File: src/hdl/uetc_params.svh
// Offsets, bit positions and reset values of the transaction controller.
// Assumes a 32-bit AHB-Lite slave window decoded on haddr[7:0].
`ifndef UETC_PARAMS_SVH
`define UETC_PARAMS_SVH
`define UETC_A_FUNC     8'h00
`define UETC_A_GUARD    8'h04
`define UETC_A_SETUP_LO 8'h08
`define UETC_A_SETUP_HI 8'h0C
`define UETC_A_CTL_BASE 8'h20
`define UETC_A_FLG_BASE 8'h40
`define UETC_NSLOT      7
`define UETC_B_NAK      0
`define UETC_B_STALL    1
`define UETC_B_TOG      2
`define UETC_B_TSET     3
`define UETC_B_TCLR     4
`define UETC_B_ARM      5
`define UETC_B_PERMIT   6
`define UETC_B_INHIB    7
`define UETC_F_ODONE    0
`define UETC_F_OSHORT   1
`define UETC_F_OREF     2
`define UETC_F_OFAULT   3
`define UETC_F_IDONE    4
`define UETC_F_IREF     5
`define UETC_F_IFAULT   6
`define UETC_CTL_RST    8'h00
`define UETC_FLG_RST    7'h00
`define UETC_EP_CTRL    3'h0
`endif

File: src/hdl/uetc_pkg.sv
// Types shared by the transaction controller and its bench.
// Assumes nothing beyond the params header.
package uetc_pkg;
  typedef enum logic [1:0] {UETC_K_SETUP, UETC_K_OUT, UETC_K_IN} uetc_kind_t;
  typedef enum logic [2:0] {UETC_HS_NONE, UETC_HS_ACK, UETC_HS_NAK, UETC_HS_STALL,
                            UETC_HS_NYET, UETC_HS_DATA} uetc_hs_t;
endpackage : uetc_pkg

File: src/hdl/uetc_top.sv
// USB device transaction controller: control endpoint and five general endpoints.
// Assumes a packet engine on hclk reporting token start and end, and an AHB-Lite master.
`timescale 1ns/1ps
`include "uetc_params.svh"

// Behaviour
// auto_nak_arm sets hold_off_handshake after every completed OUT.
// short_pkt_permit allows short IN; cleared when that IN completes.
// short OUT sets hold_off_handshake unless short_rx_autonak_inhibit set.
// seq_toggle_state readable; force_one sets it, force_zero clears it.
// hold_off_handshake makes endpoint answer NAK regardless of FIFO.
// halt_handshake makes endpoint answer STALL.
// with usb_function_enable, every SETUP to control endpoint is accepted.
// valid SETUP stores eight bytes and answers ACK.
// valid SETUP raises setup_received_flag except for SetAddress.
// erroneous SETUP gets no handshake and no flag.
// valid SETUP sets both control NAKs, clears STALL, sets toggle and guard.
// firmware clears ctrl_ep_guard first, then the NAK it needs.
// OUT data accepted only if FIFO free space exceeds max packet.
// good OUT answers ACK or NYET, flags done, commits bytes.
// good short OUT also raises out_short_done_flag.
// toggle mismatch OUT answers ACK, no flag, no commit.
// OUT error gives no handshake, out_fault_flag, no commit.
// incompletely received OUT answers NAK, out_refused_flag, no commit.
// guard blocks firmware writes of control NAK and STALL bits.
// toggle flips on successful data transaction only.
// result flags per endpoint, sticky until firmware clears them.
module uetc_top (
  input  wire logic                  hclk,
  input  wire logic                  hresetn,
  input  wire logic                  hsel,
  input  wire logic [31:0]           haddr,
  input  wire logic [1:0]            htrans,
  input  wire logic                  hwrite,
  input  wire logic [2:0]            hsize,
  input  wire logic [31:0]           hwdata,
  input  wire logic                  hready,
  output logic      [31:0]           hrdata,
  output logic                       hreadyout,
  output logic                       hresp,
  input  wire logic                  txn_start,
  input  wire logic                  txn_end,
  input  wire uetc_pkg::uetc_kind_t  txn_kind,
  input  wire logic [2:0]            txn_ep,
  input  wire logic [11:0]           fifo_free,
  input  wire logic [10:0]           max_pkt,
  input  wire logic                  in_full_pkt,
  input  wire logic                  rx_error,
  input  wire logic                  rx_mismatch,
  input  wire logic                  rx_incomplete,
  input  wire logic                  pkt_short,
  input  wire logic                  nyet_hint,
  input  wire logic                  set_address_req,
  input  wire logic                  setup_byte_valid,
  input  wire logic [7:0]            setup_byte,
  output logic                       data_accept,
  output logic                       hs_valid,
  output uetc_pkg::uetc_hs_t         hs_code,
  output logic                       fifo_commit,
  output logic [2:0]                 commit_ep
);

  // ****************************************************************
  // Bus slave
  // ****************************************************************
  logic        wr_q;
  logic [7:0]  wa_q;
  logic        usb_function_enable;
  logic        ctrl_ep_guard;
  logic        setup_received_flag;
  logic [63:0] setup_byte_regs;
  logic [63:0] setup_shadow;
  logic [7:0]  ctrl [`UETC_NSLOT];
  logic [6:0]  flags [`UETC_NSLOT];
  logic        room_q;

  wire        addr_ph = hsel && htrans[1] && hready;
  wire [7:0]  ra      = haddr[7:0];
  wire [7:0]  ctl_off = 8'(wa_q - `UETC_A_CTL_BASE);
  wire [7:0]  flg_off = 8'(wa_q - `UETC_A_FLG_BASE);
  wire [7:0]  rctl    = 8'(ra - `UETC_A_CTL_BASE);
  wire [7:0]  rflg    = 8'(ra - `UETC_A_FLG_BASE);
  wire        wr_func = wr_q && (wa_q == `UETC_A_FUNC);
  wire        wr_grd  = wr_q && (wa_q == `UETC_A_GUARD);
  wire        wr_ctl  = wr_q && (ctl_off[7:2] < 6'(`UETC_NSLOT)) && (ctl_off[1:0] == 2'h0);
  wire        wr_flg  = wr_q && (flg_off[7:2] < 6'(`UETC_NSLOT)) && (flg_off[1:0] == 2'h0);
  wire        rd_ctl  = (rctl[7:2] < 6'(`UETC_NSLOT)) && (rctl[1:0] == 2'h0);
  wire        rd_flg  = (rflg[7:2] < 6'(`UETC_NSLOT)) && (rflg[1:0] == 2'h0);
  wire [2:0]  rci     = rctl[4:2];
  wire [2:0]  rfi     = rflg[4:2];
  // Strobe bits read as zero
  wire [7:0]  ctl_rd  = ctrl[rci] & ~(8'h01 << `UETC_B_TSET) & ~(8'h01 << `UETC_B_TCLR);
  wire [31:0] rd_data =
    (ra == `UETC_A_FUNC)     ? {31'h0, usb_function_enable} :
    (ra == `UETC_A_GUARD)    ? {30'h0, setup_received_flag, ctrl_ep_guard} :
    (ra == `UETC_A_SETUP_LO) ? setup_byte_regs[31:0] :
    (ra == `UETC_A_SETUP_HI) ? setup_byte_regs[63:32] :
    rd_ctl                   ? {24'h0, ctl_rd} :
    rd_flg                   ? {25'h0, flags[rfi]} : 32'h0;

  assign hreadyout = 1'b1;
  assign hresp     = 1'b0;

  always_ff @(posedge hclk or negedge hresetn) begin
    if (!hresetn) begin
      wr_q   <= 1'b0;
      wa_q   <= 8'h00;
      hrdata <= 32'h0;
    end else begin
      wr_q <= addr_ph && hwrite;
      wa_q <= ra;
      if (addr_ph && !hwrite) begin
        hrdata <= rd_data;
      end
    end
  end

  // ****************************************************************
  // Transaction outcome
  // ****************************************************************
  wire [2:0] slot = (txn_ep != `UETC_EP_CTRL) ? 3'(txn_ep + 3'h1) :
                    (txn_kind == uetc_pkg::UETC_K_IN) ? 3'h0 : 3'h1;
  wire [7:0] cs       = ctrl[slot];
  wire       s_nak    = cs[`UETC_B_NAK];
  wire       s_stall  = cs[`UETC_B_STALL];
  wire       room     = {1'b0, fifo_free} > {2'b00, max_pkt};
  wire       is_setup = txn_end && (txn_kind == uetc_pkg::UETC_K_SETUP) &&
                        usb_function_enable && (txn_ep == `UETC_EP_CTRL);
  wire       setup_ok = is_setup && !rx_error;
  wire       is_out   = txn_end && (txn_kind == uetc_pkg::UETC_K_OUT);
  wire       is_in    = txn_end && (txn_kind == uetc_pkg::UETC_K_IN);
  wire       out_go   = is_out && !s_stall && !s_nak && !rx_error;
  wire       out_nak  = out_go && (!room_q || rx_incomplete);
  wire       out_mis  = out_go && !out_nak && rx_mismatch;
  wire       out_ok   = out_go && !out_nak && !rx_mismatch;
  wire       in_send  = is_in && !s_stall && !s_nak && (in_full_pkt || cs[`UETC_B_PERMIT]);
  wire       in_ok    = in_send && !rx_error;

  // Link samples this while the token is live, so it is combinational
  assign data_accept = (txn_kind == uetc_pkg::UETC_K_OUT) && room && !s_nak && !s_stall;

  uetc_pkg::uetc_hs_t next_hs;
  always_comb begin
    next_hs = uetc_pkg::UETC_HS_NONE;
    if (setup_ok) begin
      next_hs = uetc_pkg::UETC_HS_ACK;
    end else if ((is_out || is_in) && s_stall) begin
      next_hs = uetc_pkg::UETC_HS_STALL;
    end else if ((is_out || is_in) && s_nak) begin
      next_hs = uetc_pkg::UETC_HS_NAK;
    end else if (is_out && rx_error) begin
      next_hs = uetc_pkg::UETC_HS_NONE;
    end else if (out_nak || (is_in && !in_send)) begin
      next_hs = uetc_pkg::UETC_HS_NAK;
    end else if (out_mis) begin
      next_hs = uetc_pkg::UETC_HS_ACK;
    end else if (out_ok) begin
      next_hs = nyet_hint ? uetc_pkg::UETC_HS_NYET : uetc_pkg::UETC_HS_ACK;
    end else if (in_send) begin
      next_hs = uetc_pkg::UETC_HS_DATA;
    end
  end

  // Error SETUP and ignored SETUP both stay silent
  wire next_hs_valid = setup_ok || ((is_out || is_in) && (next_hs != uetc_pkg::UETC_HS_NONE));

  always_ff @(posedge hclk or negedge hresetn) begin
    if (!hresetn) begin
      hs_valid    <= 1'b0;
      hs_code     <= uetc_pkg::UETC_HS_NONE;
      fifo_commit <= 1'b0;
      commit_ep   <= 3'h0;
      room_q      <= 1'b0;
    end else begin
      hs_valid    <= next_hs_valid;
      hs_code     <= next_hs;
      fifo_commit <= out_ok;
      commit_ep   <= txn_ep;
      if (txn_start) begin
        room_q <= room;
      end
    end
  end

  // ****************************************************************
  // Setup capture and guard
  // ****************************************************************
  always_ff @(posedge hclk or negedge hresetn) begin
    if (!hresetn) begin
      setup_shadow        <= 64'h0;
      setup_byte_regs     <= 64'h0;
      ctrl_ep_guard       <= 1'b0;
      setup_received_flag <= 1'b0;
      usb_function_enable <= 1'b0;
    end else begin
      if (setup_byte_valid) begin
        setup_shadow <= {setup_byte, setup_shadow[63:8]};
      end
      if (setup_ok) begin
        setup_byte_regs <= setup_shadow;
      end
      // Firmware may only clear the guard; hardware set wins
      ctrl_ep_guard <= setup_ok || (wr_grd ? (hwdata[0] && ctrl_ep_guard) : ctrl_ep_guard);
      setup_received_flag <= (setup_ok && !set_address_req) ||
                             (setup_received_flag && !(wr_grd && hwdata[1]));
      if (wr_func) begin
        usb_function_enable <= hwdata[0];
      end
    end
  end

  // ****************************************************************
  // Endpoint control and result flags
  // ****************************************************************
  logic [7:0] next_ctrl  [`UETC_NSLOT];
  logic [6:0] next_flags [`UETC_NSLOT];
  logic [6:0] fset;

  always_comb begin
    fset = 7'h00;
    fset[`UETC_F_ODONE]  = out_ok;
    fset[`UETC_F_OSHORT] = out_ok && pkt_short;
    fset[`UETC_F_OREF]   = (is_out && !s_stall && s_nak) || out_nak;
    fset[`UETC_F_OFAULT] = is_out && !s_stall && !s_nak && rx_error;
    fset[`UETC_F_IDONE]  = in_ok;
    fset[`UETC_F_IREF]   = is_in && !s_stall && !in_send;
    fset[`UETC_F_IFAULT] = in_send && rx_error;
    for (int i = 0; i < `UETC_NSLOT; i++) begin
      next_ctrl[i]  = ctrl[i];
      next_flags[i] = flags[i];
      if (wr_flg && (flg_off[4:2] == 3'(i))) begin
        next_flags[i] = flags[i] & ~hwdata[6:0];
      end
      if (slot == 3'(i)) begin
        next_flags[i] = next_flags[i] | fset;
      end
      if (wr_ctl && (ctl_off[4:2] == 3'(i))) begin
        if (!(i < 2 && ctrl_ep_guard)) begin
          next_ctrl[i][`UETC_B_STALL:`UETC_B_NAK] = hwdata[`UETC_B_STALL:`UETC_B_NAK];
        end
        next_ctrl[i][`UETC_B_INHIB:`UETC_B_ARM] = hwdata[`UETC_B_INHIB:`UETC_B_ARM];
        if (hwdata[`UETC_B_TSET]) begin
          next_ctrl[i][`UETC_B_TOG] = 1'b1;
        end else if (hwdata[`UETC_B_TCLR]) begin
          next_ctrl[i][`UETC_B_TOG] = 1'b0;
        end
      end
      if (setup_ok && i < 2) begin
        next_ctrl[i][`UETC_B_NAK]   = 1'b1;
        next_ctrl[i][`UETC_B_STALL] = 1'b0;
        next_ctrl[i][`UETC_B_TOG]   = 1'b1;
      end
      if (slot == 3'(i) && (out_ok || in_ok)) begin
        next_ctrl[i][`UETC_B_TOG] = !ctrl[i][`UETC_B_TOG];
      end
      if (slot == 3'(i) && out_ok && (ctrl[i][`UETC_B_ARM] ||
          (pkt_short && !ctrl[i][`UETC_B_INHIB]))) begin
        next_ctrl[i][`UETC_B_NAK] = 1'b1;
      end
      if (slot == 3'(i) && in_ok && !in_full_pkt) begin
        next_ctrl[i][`UETC_B_PERMIT] = 1'b0;
      end
    end
  end

  always_ff @(posedge hclk or negedge hresetn) begin
    if (!hresetn) begin
      for (int i = 0; i < `UETC_NSLOT; i++) begin
        ctrl[i]  <= `UETC_CTL_RST;
        flags[i] <= `UETC_FLG_RST;
      end
    end else begin
      ctrl  <= next_ctrl;
      flags <= next_flags;
    end
  end
endmodule : uetc_top

File: config.mk
export PLATFORM = sky130hd
export DESIGN_NAME = uetc_top
export DESIGN_NICKNAME = d
export VERILOG_FILES = /design/src/hdl/uetc_pkg.sv /design/src/hdl/uetc_top.sv
export VERILOG_INCLUDE_DIRS = /design/src /design/src/hdl
export SDC_FILE = /design/constraint.sdc
export NUM_CORES = 1
export LEC_CHECK = 0
export ABC_CLOCK_PERIOD_IN_PS = 4200
export BUFFER_PORTS_ARGS = -buffer_cell sky130_fd_sc_hd__buf_2
export CAP_MARGIN = 20
export CORE_MARGIN = 10
export CORE_UTILIZATION = 58
export CTS_CLUSTER_DIAMETER = 200
export DETAILED_ROUTE_END_ITERATION = 12
export PLACE_DENSITY = 0.88
export SYNTH_ARGS = -nofsm -noshare
export SYNTH_HDL_FRONTEND = slang
export SYNTH_SLANG_ARGS = --single-unit
File: constraint.sdc
create_clock -name hclk -period 4.2 [get_ports hclk]
set_input_delay 1.05 -clock hclk [delete_from_list [all_inputs] [get_ports hclk]]
set_output_delay 1.05 -clock hclk [all_outputs]
set_load 0.05 [all_outputs]
# ---- Word-level counts from Yosys, hierarchy flattened
# Index checks and enable logic that the tools add are counted.
dict set report totals {
  regBits 272
  output_inout_bits 43
  wordCells 386
  in_bits 120
}
dict set report classes {
  reduce_logical 197
  n_eq_ne 27
  add_sub_neg 5
  n_bitwise 18
  magnitude_cmp 8
  mux 81
}
# cell n
set ops {}
lappend ops {{7-bit two-way mux} 19}
lappend ops {{32-bit two-way mux} 4}
lappend ops {{1-bit logical AND} 102}
lappend ops {{3-bit two-way mux} 19}
lappend ops {{7-bit bitwise AND} 7}
lappend ops {{7-bit OR} 7}
lappend ops {{8-bit binary-select mux with 3-bit select} 2}
lappend ops {{2-bit nonzero test} 19}
lappend ops {{3-bit nonzero test} 11}
lappend ops {{3-bit == test, second input constant} 9}
lappend ops {{1-bit zero test} 25}
lappend ops {{1-bit two-way mux} 25}
lappend ops {{6-bit by 3-bit less-than comparator with 1-bit output, second input constant} 4}
lappend ops {{8-bit two-way mux} 3}
lappend ops {{2-bit AND reduction} 11}
lappend ops {{7-bit binary-select mux with 3-bit select} 1}
lappend ops {{3-bit by 2-bit == test with 1-bit output, second input constant} 6}
lappend ops {{8-bit by 3-bit == test with 1-bit output, second input constant} 2}
lappend ops {{8-bit by 4-bit == test with 1-bit output, second input constant} 2}
lappend ops {{8-bit zero test} 2}
lappend ops {{1-bit logical OR} 16}
lappend ops {{2-bit two-way mux} 8}
lappend ops {{8-bit by 6-bit subtractor with 8-bit output, second input constant} 2}
lappend ops {{8-bit by 7-bit subtractor with 8-bit output, second input constant} 2}
lappend ops {{other kinds (13)} 28}

# ---- Logic depth before layout (Yosys ltp)
dict set report depth {
  depth_word 25
  mapped_depth 11
}

# ---- Worst setup path after synthesis
# OpenSTA, ideal clock, no wires.
dict set report synth_timing {
  kind {in2out}
  from {input port txn_ep[0]}
  to {output port data_accept}
  setup_slack_ns -0.977
  path_buffers 1
  cell_stages 9
  required_ns 3.150
  arrival_time_ns 4.127
  cell_sequence {inv_1 > ha_1 > nor2b_1 > buf_6 > o21a_4 > a222oi_1 > a41o_2 > nand2_4 > nor4bb_1}
}
dict set report synth_between {
  elab_chain_len 9
  elab_cells_between_ends 11
  cone_classes {add/sub: 1; mux: 4; bitwise: 1; reduce/logical: 5}
}
# element line
set synth_lines {}
lappend synth_lines {{start, declared} uetc_top.sv:44} ;# input wire logic [2:0] txn_ep,
lappend synth_lines {{3-bit by 1-bit adder with 3-bit output / 3-bit nonzero test (equally long branches)} --}
lappend synth_lines {{3-bit two-way mux *} uetc_top.sv:121} ;# wire [2:0] slot = (txn_ep != `UETC_EP_CTRL) ? 3'(txn_ep + 3'h1) :
lappend synth_lines {{3-bit inverter with 4-bit output (implied by the code) *} uetc_top.sv:123} ;# wire [7:0] cs = ctrl[slot];
lappend synth_lines {{8-bit binary-select mux with 3-bit select *} uetc_top.sv:123}
lappend synth_lines {{7-bit two-way mux (implied by the code) * (2 in a row)} uetc_top.sv:123}
lappend synth_lines {{1-bit zero test} uetc_top.sv:140} ;# assign data_accept = (txn_kind == uetc_pkg::UETC_K_OUT) && room && !s_nak && !s_stall;
lappend synth_lines {{1-bit logical AND} uetc_top.sv:140}
lappend synth_lines {{1-bit logical AND *} uetc_top.sv:140}
lappend synth_lines {{end, declared} uetc_top.sv:56} ;# output logic data_accept,
# Every way passes the cells marked *; elsewhere a longest branch is shown, timed or not. The select of a mux whose other input is x is not followed.

# ---- Worst setup path after layout
# Ends and elaborated chain as after synthesis.

==> results.json <==
{
  "crit_arrival_ps": 3040,
  "cp-end-kind": "output port",
  "synth-async-reset-ratio_pct": 100,
  "fin_nets": 1479,
  "yosys.area.top_type_share_pct": 54.0,
  "fillCellCount": 1456,
  "cts_sinks": 272,
  "die_h_um": 167,
  "start_util_pct": 59.4,
  "viasPerCell": 6.34,
  "yosysTopAreaCell": "dfrtp_1",
  "clock_path_buffers": 3,
  "clk_latency_ps": 550,
  "root_buffer": "clkbuf_16",
  "synth_edf_count": 0,
  "intPower_uw": 4900,
  "die-area_um2": 28000,
  "reg2reg_depth": 7,
  "track_usage_pct": 24.8,
  "grt_start_max_net_pins": 110,
  "syn_inst": 1227,
  "pwr-share-seq_pct": 48.4,
  "leakage_uw": 0.00689,
  "synth_area_leaders": "dfrtp_1 (54%), nand2_1 (10%), mux2_2 (7.1%), o21ai_0 (3.2%), mux2i_1 (2.7%)",
  "design_area_um2": 14600,
  "rows": 53,
  "routed_wl_um": 36000,
  "min_path_type": "reg -> reg",
  "fp.coreArea_um2": 21200,
  "grt_pass1_vias": 10500,
  "instances_no_fill": 1638,
  "syn_area_um2": 12600,
  "drive_above_1_share_pct": 24.1,
  "dp_hpwl_um": 23800,
  "rr_endpoint": "ctrl[42]",
  "syn_nets": 1362,
  "place_area_um2": 13600,
  "crit_path_max_fanout": 4,
  "hp-start": "setup_shadow[0]",
  "ff_latch_area_um2": 6810,
  "sw_frac_of_total_pct": 26.3,
  "synth-main-ff-cell": "dfrtp_1",
  "h-tree-depth": 1,
  "fin_crit_sh_pct": 97.3,
  "power.total_uw": 6650,
  "reg2reg_slack_ps": 1230,
  "synth-seq-cells": 272,
  "synth_area_per_cell_um2": 10.3,
  "critPathKind": "in -> out",
  "critPathRequiredTime_ps": 3150,
  "cts_buffers": 28,
  "syn2layout_area_growth_pct": 16.0,
  "via_count": 10400,
  "grt.overflow.total": 0,
  "outcome": "complete, no violations",
  "holdPathEnd": "setup_byte_regs[0]",
  "report.final.slew_viol_count": 0,
  "remaining_drc_errors": 0,
  "grt_antenna_before_repair": 2,
  "clkTransAtPathRegs_ps": 60,
  "fin_worst_skew_ps": 14.3,
  "ctsHoldBuffers": 0,
  "ys_types": 73,
  "port_buffers": 108,
  "ir_worst_vdd_mv": 0.331,
  "p_comb_share_pct": 12.2,
  "die_w_um": 167,
  "setup_viol": 0,
  "max_slew.worst_pin.slew_ps": 960,
  "p_clk_share_pct": 39.4,
  "drv.max_cap_violation_count": 0,
  "hold_violations": 0,
  "post-place-cells": 1582,
  "ys_seq_area_share_pct": 54.0,
  "cts_tree": "yes",
  "finalSetupTns_ps": 0,
  "multiInputGateArea_um2": 5500,
  "io_pins": 163,
  "power_density_nw_per_um2": 454,
  "worstReg2RegStart": "wa_q[4]",
  "holdPathStages": 2,
  "dr.pass1.iters": 6,
  "switchingPower_uw": 1740,
  "synth_warnings": 0,
  "fmaxAchievable_mhz": 245,
  "gp_congestion": 0.929,
  "fin_crit_ps": 4090,
  "drt_iter0_markers": 1165,
  "grt_pass1_wl_um": 57600,
  "slew_headroom_pct": 35.7,
  "ant_nets": 0,
  "wire_per_inst_um": 22.0,
  "fin_util_pct": 68.9,
  "cp-start-kind": "input pin"
}
==> cell usage after synthesis, types with 4 or more instances <==
master	count
nor2_1	48
ha_1	15
o311ai_0	4
a221oi_1	11
o211ai_1	4
mux2i_1	34
o22a_1	4
mux4_2	13
a22oi_1	27
nor2b_1	9
nand2b_1	4
buf_4	4
nor3_1	19
and2_1	4
a21oi_1	27
a211oi_1	6
nand2_1	346
and3_1	7
o21ai_0	81
dfrtp_1	272
mux2_2	79
inv_1	31
nand4_1	7
clkbuf_1	48
o21ai_2	8
a21o_1	4
and3b_1	4
nand3_1	11
buf_2	6
a22o_1	14
o2bb2ai_1	6
==> per-stage QoR <==
stage	setup slack [ps]	hold WS [ps]
2_1_floorplan	1.00	435
3_3_place_gp	58.8	449
3_5_place_dp	0.901	457
4_1_cts	21.2	471
5_1_grt	-1.52	485
6_report	111	470
==> cells in the final DEF (no fill, tap or decap), types with 13 or more instances in the layout <==
cell type    n
nand2_1    346
dfrtp_1    272
buf_2      105
o21ai_0     81
mux2_2      79
nor2_1      46
buf_4       40
mux2i_1     34
inv_1       29
clkbuf_16   28
a21oi_1     27
a22oi_1     27
nor3_1      19
a22o_1      14
mux4_2      13
ha_1        13
==> sequential cells by signal, summed over array words and instances (netlist names), 3 cells and up <==
name,flops
setup_byte_regs,64
setup_shadow,64
flags,49
ctrl,42
hrdata,32
wa_q,8
commit_ep,3
hs_code,3
==> worst max path at each step <==
stage / from / end / slack, ps
floorplan: txn_ep[0] / data_accept / 1
global placement: txn_ep[0] / data_accept / 60
detailed placement: txn_ep[0] / data_accept / 0.9
CTS: txn_ep[0] / data_accept / 20
global route: txn_ep[0] / data_accept / -2
finish: txn_ep[0] / data_accept / 110
==> worst max-delay path, stage by stage <==
cell and delay [ps]:
buf_6 80, clkinvlp_4 100, ha_4 190, nor2b_4 130, o21a_4 230, a222oi_1 470, a41o_2 230, nand2_4 70
nor4bb_4 290, buf_6 200
==> metal layers <==
metal | global-route usage, % | share of wire [%] | vias up
met5 | 0 | 0 | -
met4 | 8.97 | 3.4 | 0
li1 | - | - | 4512
met2 | 38.8 | 47 | 634
met1 | 32.9 | 40 | 5127
met3 | 6.04 | 10 | 117
==> repair_timing <==
item	4_1_cts	5_1_grt
setup endpoints to repair	1	1
pin swaps	0	5
buffers inserted	0	7
gates resized for setup	1	9
==> power groups by stage <==
stage	combinational [uW]	clock [uW]	sequential [uW]
6_report	814	2620	3210
5_1_grt	883	2740	3240
4_1_cts	793	2620	3200
3_5_place_dp	774	0	3230
3_3_place_gp	731	0	3200
2_1_floorplan	515	0	3170
==> area by class of cell <==
cell class	instances	share of cell area, %
Clock buffer	42	5.83
Inverter	31	0.821
Clock inverter	6	0.795
Antenna cell	1	0.0171
Multi-Input combinational cell	862	37.6
Sequential cell	272	46.5
Tap cell	275	2.35
Timing Repair Buffer	149	6.04
==> cell families after synthesis <==
family,share of synthesized area (%)
AOI/OAI and AO/OA,12.1
xor gates and xnor gates,0.208
adders and majority gates,1.49
buffers and inverters,3.01
DFF,54.0
muxes,12.1
other,0.0595
and+or+nand+nor,17.1
Power figures use the tool's default switching activity.
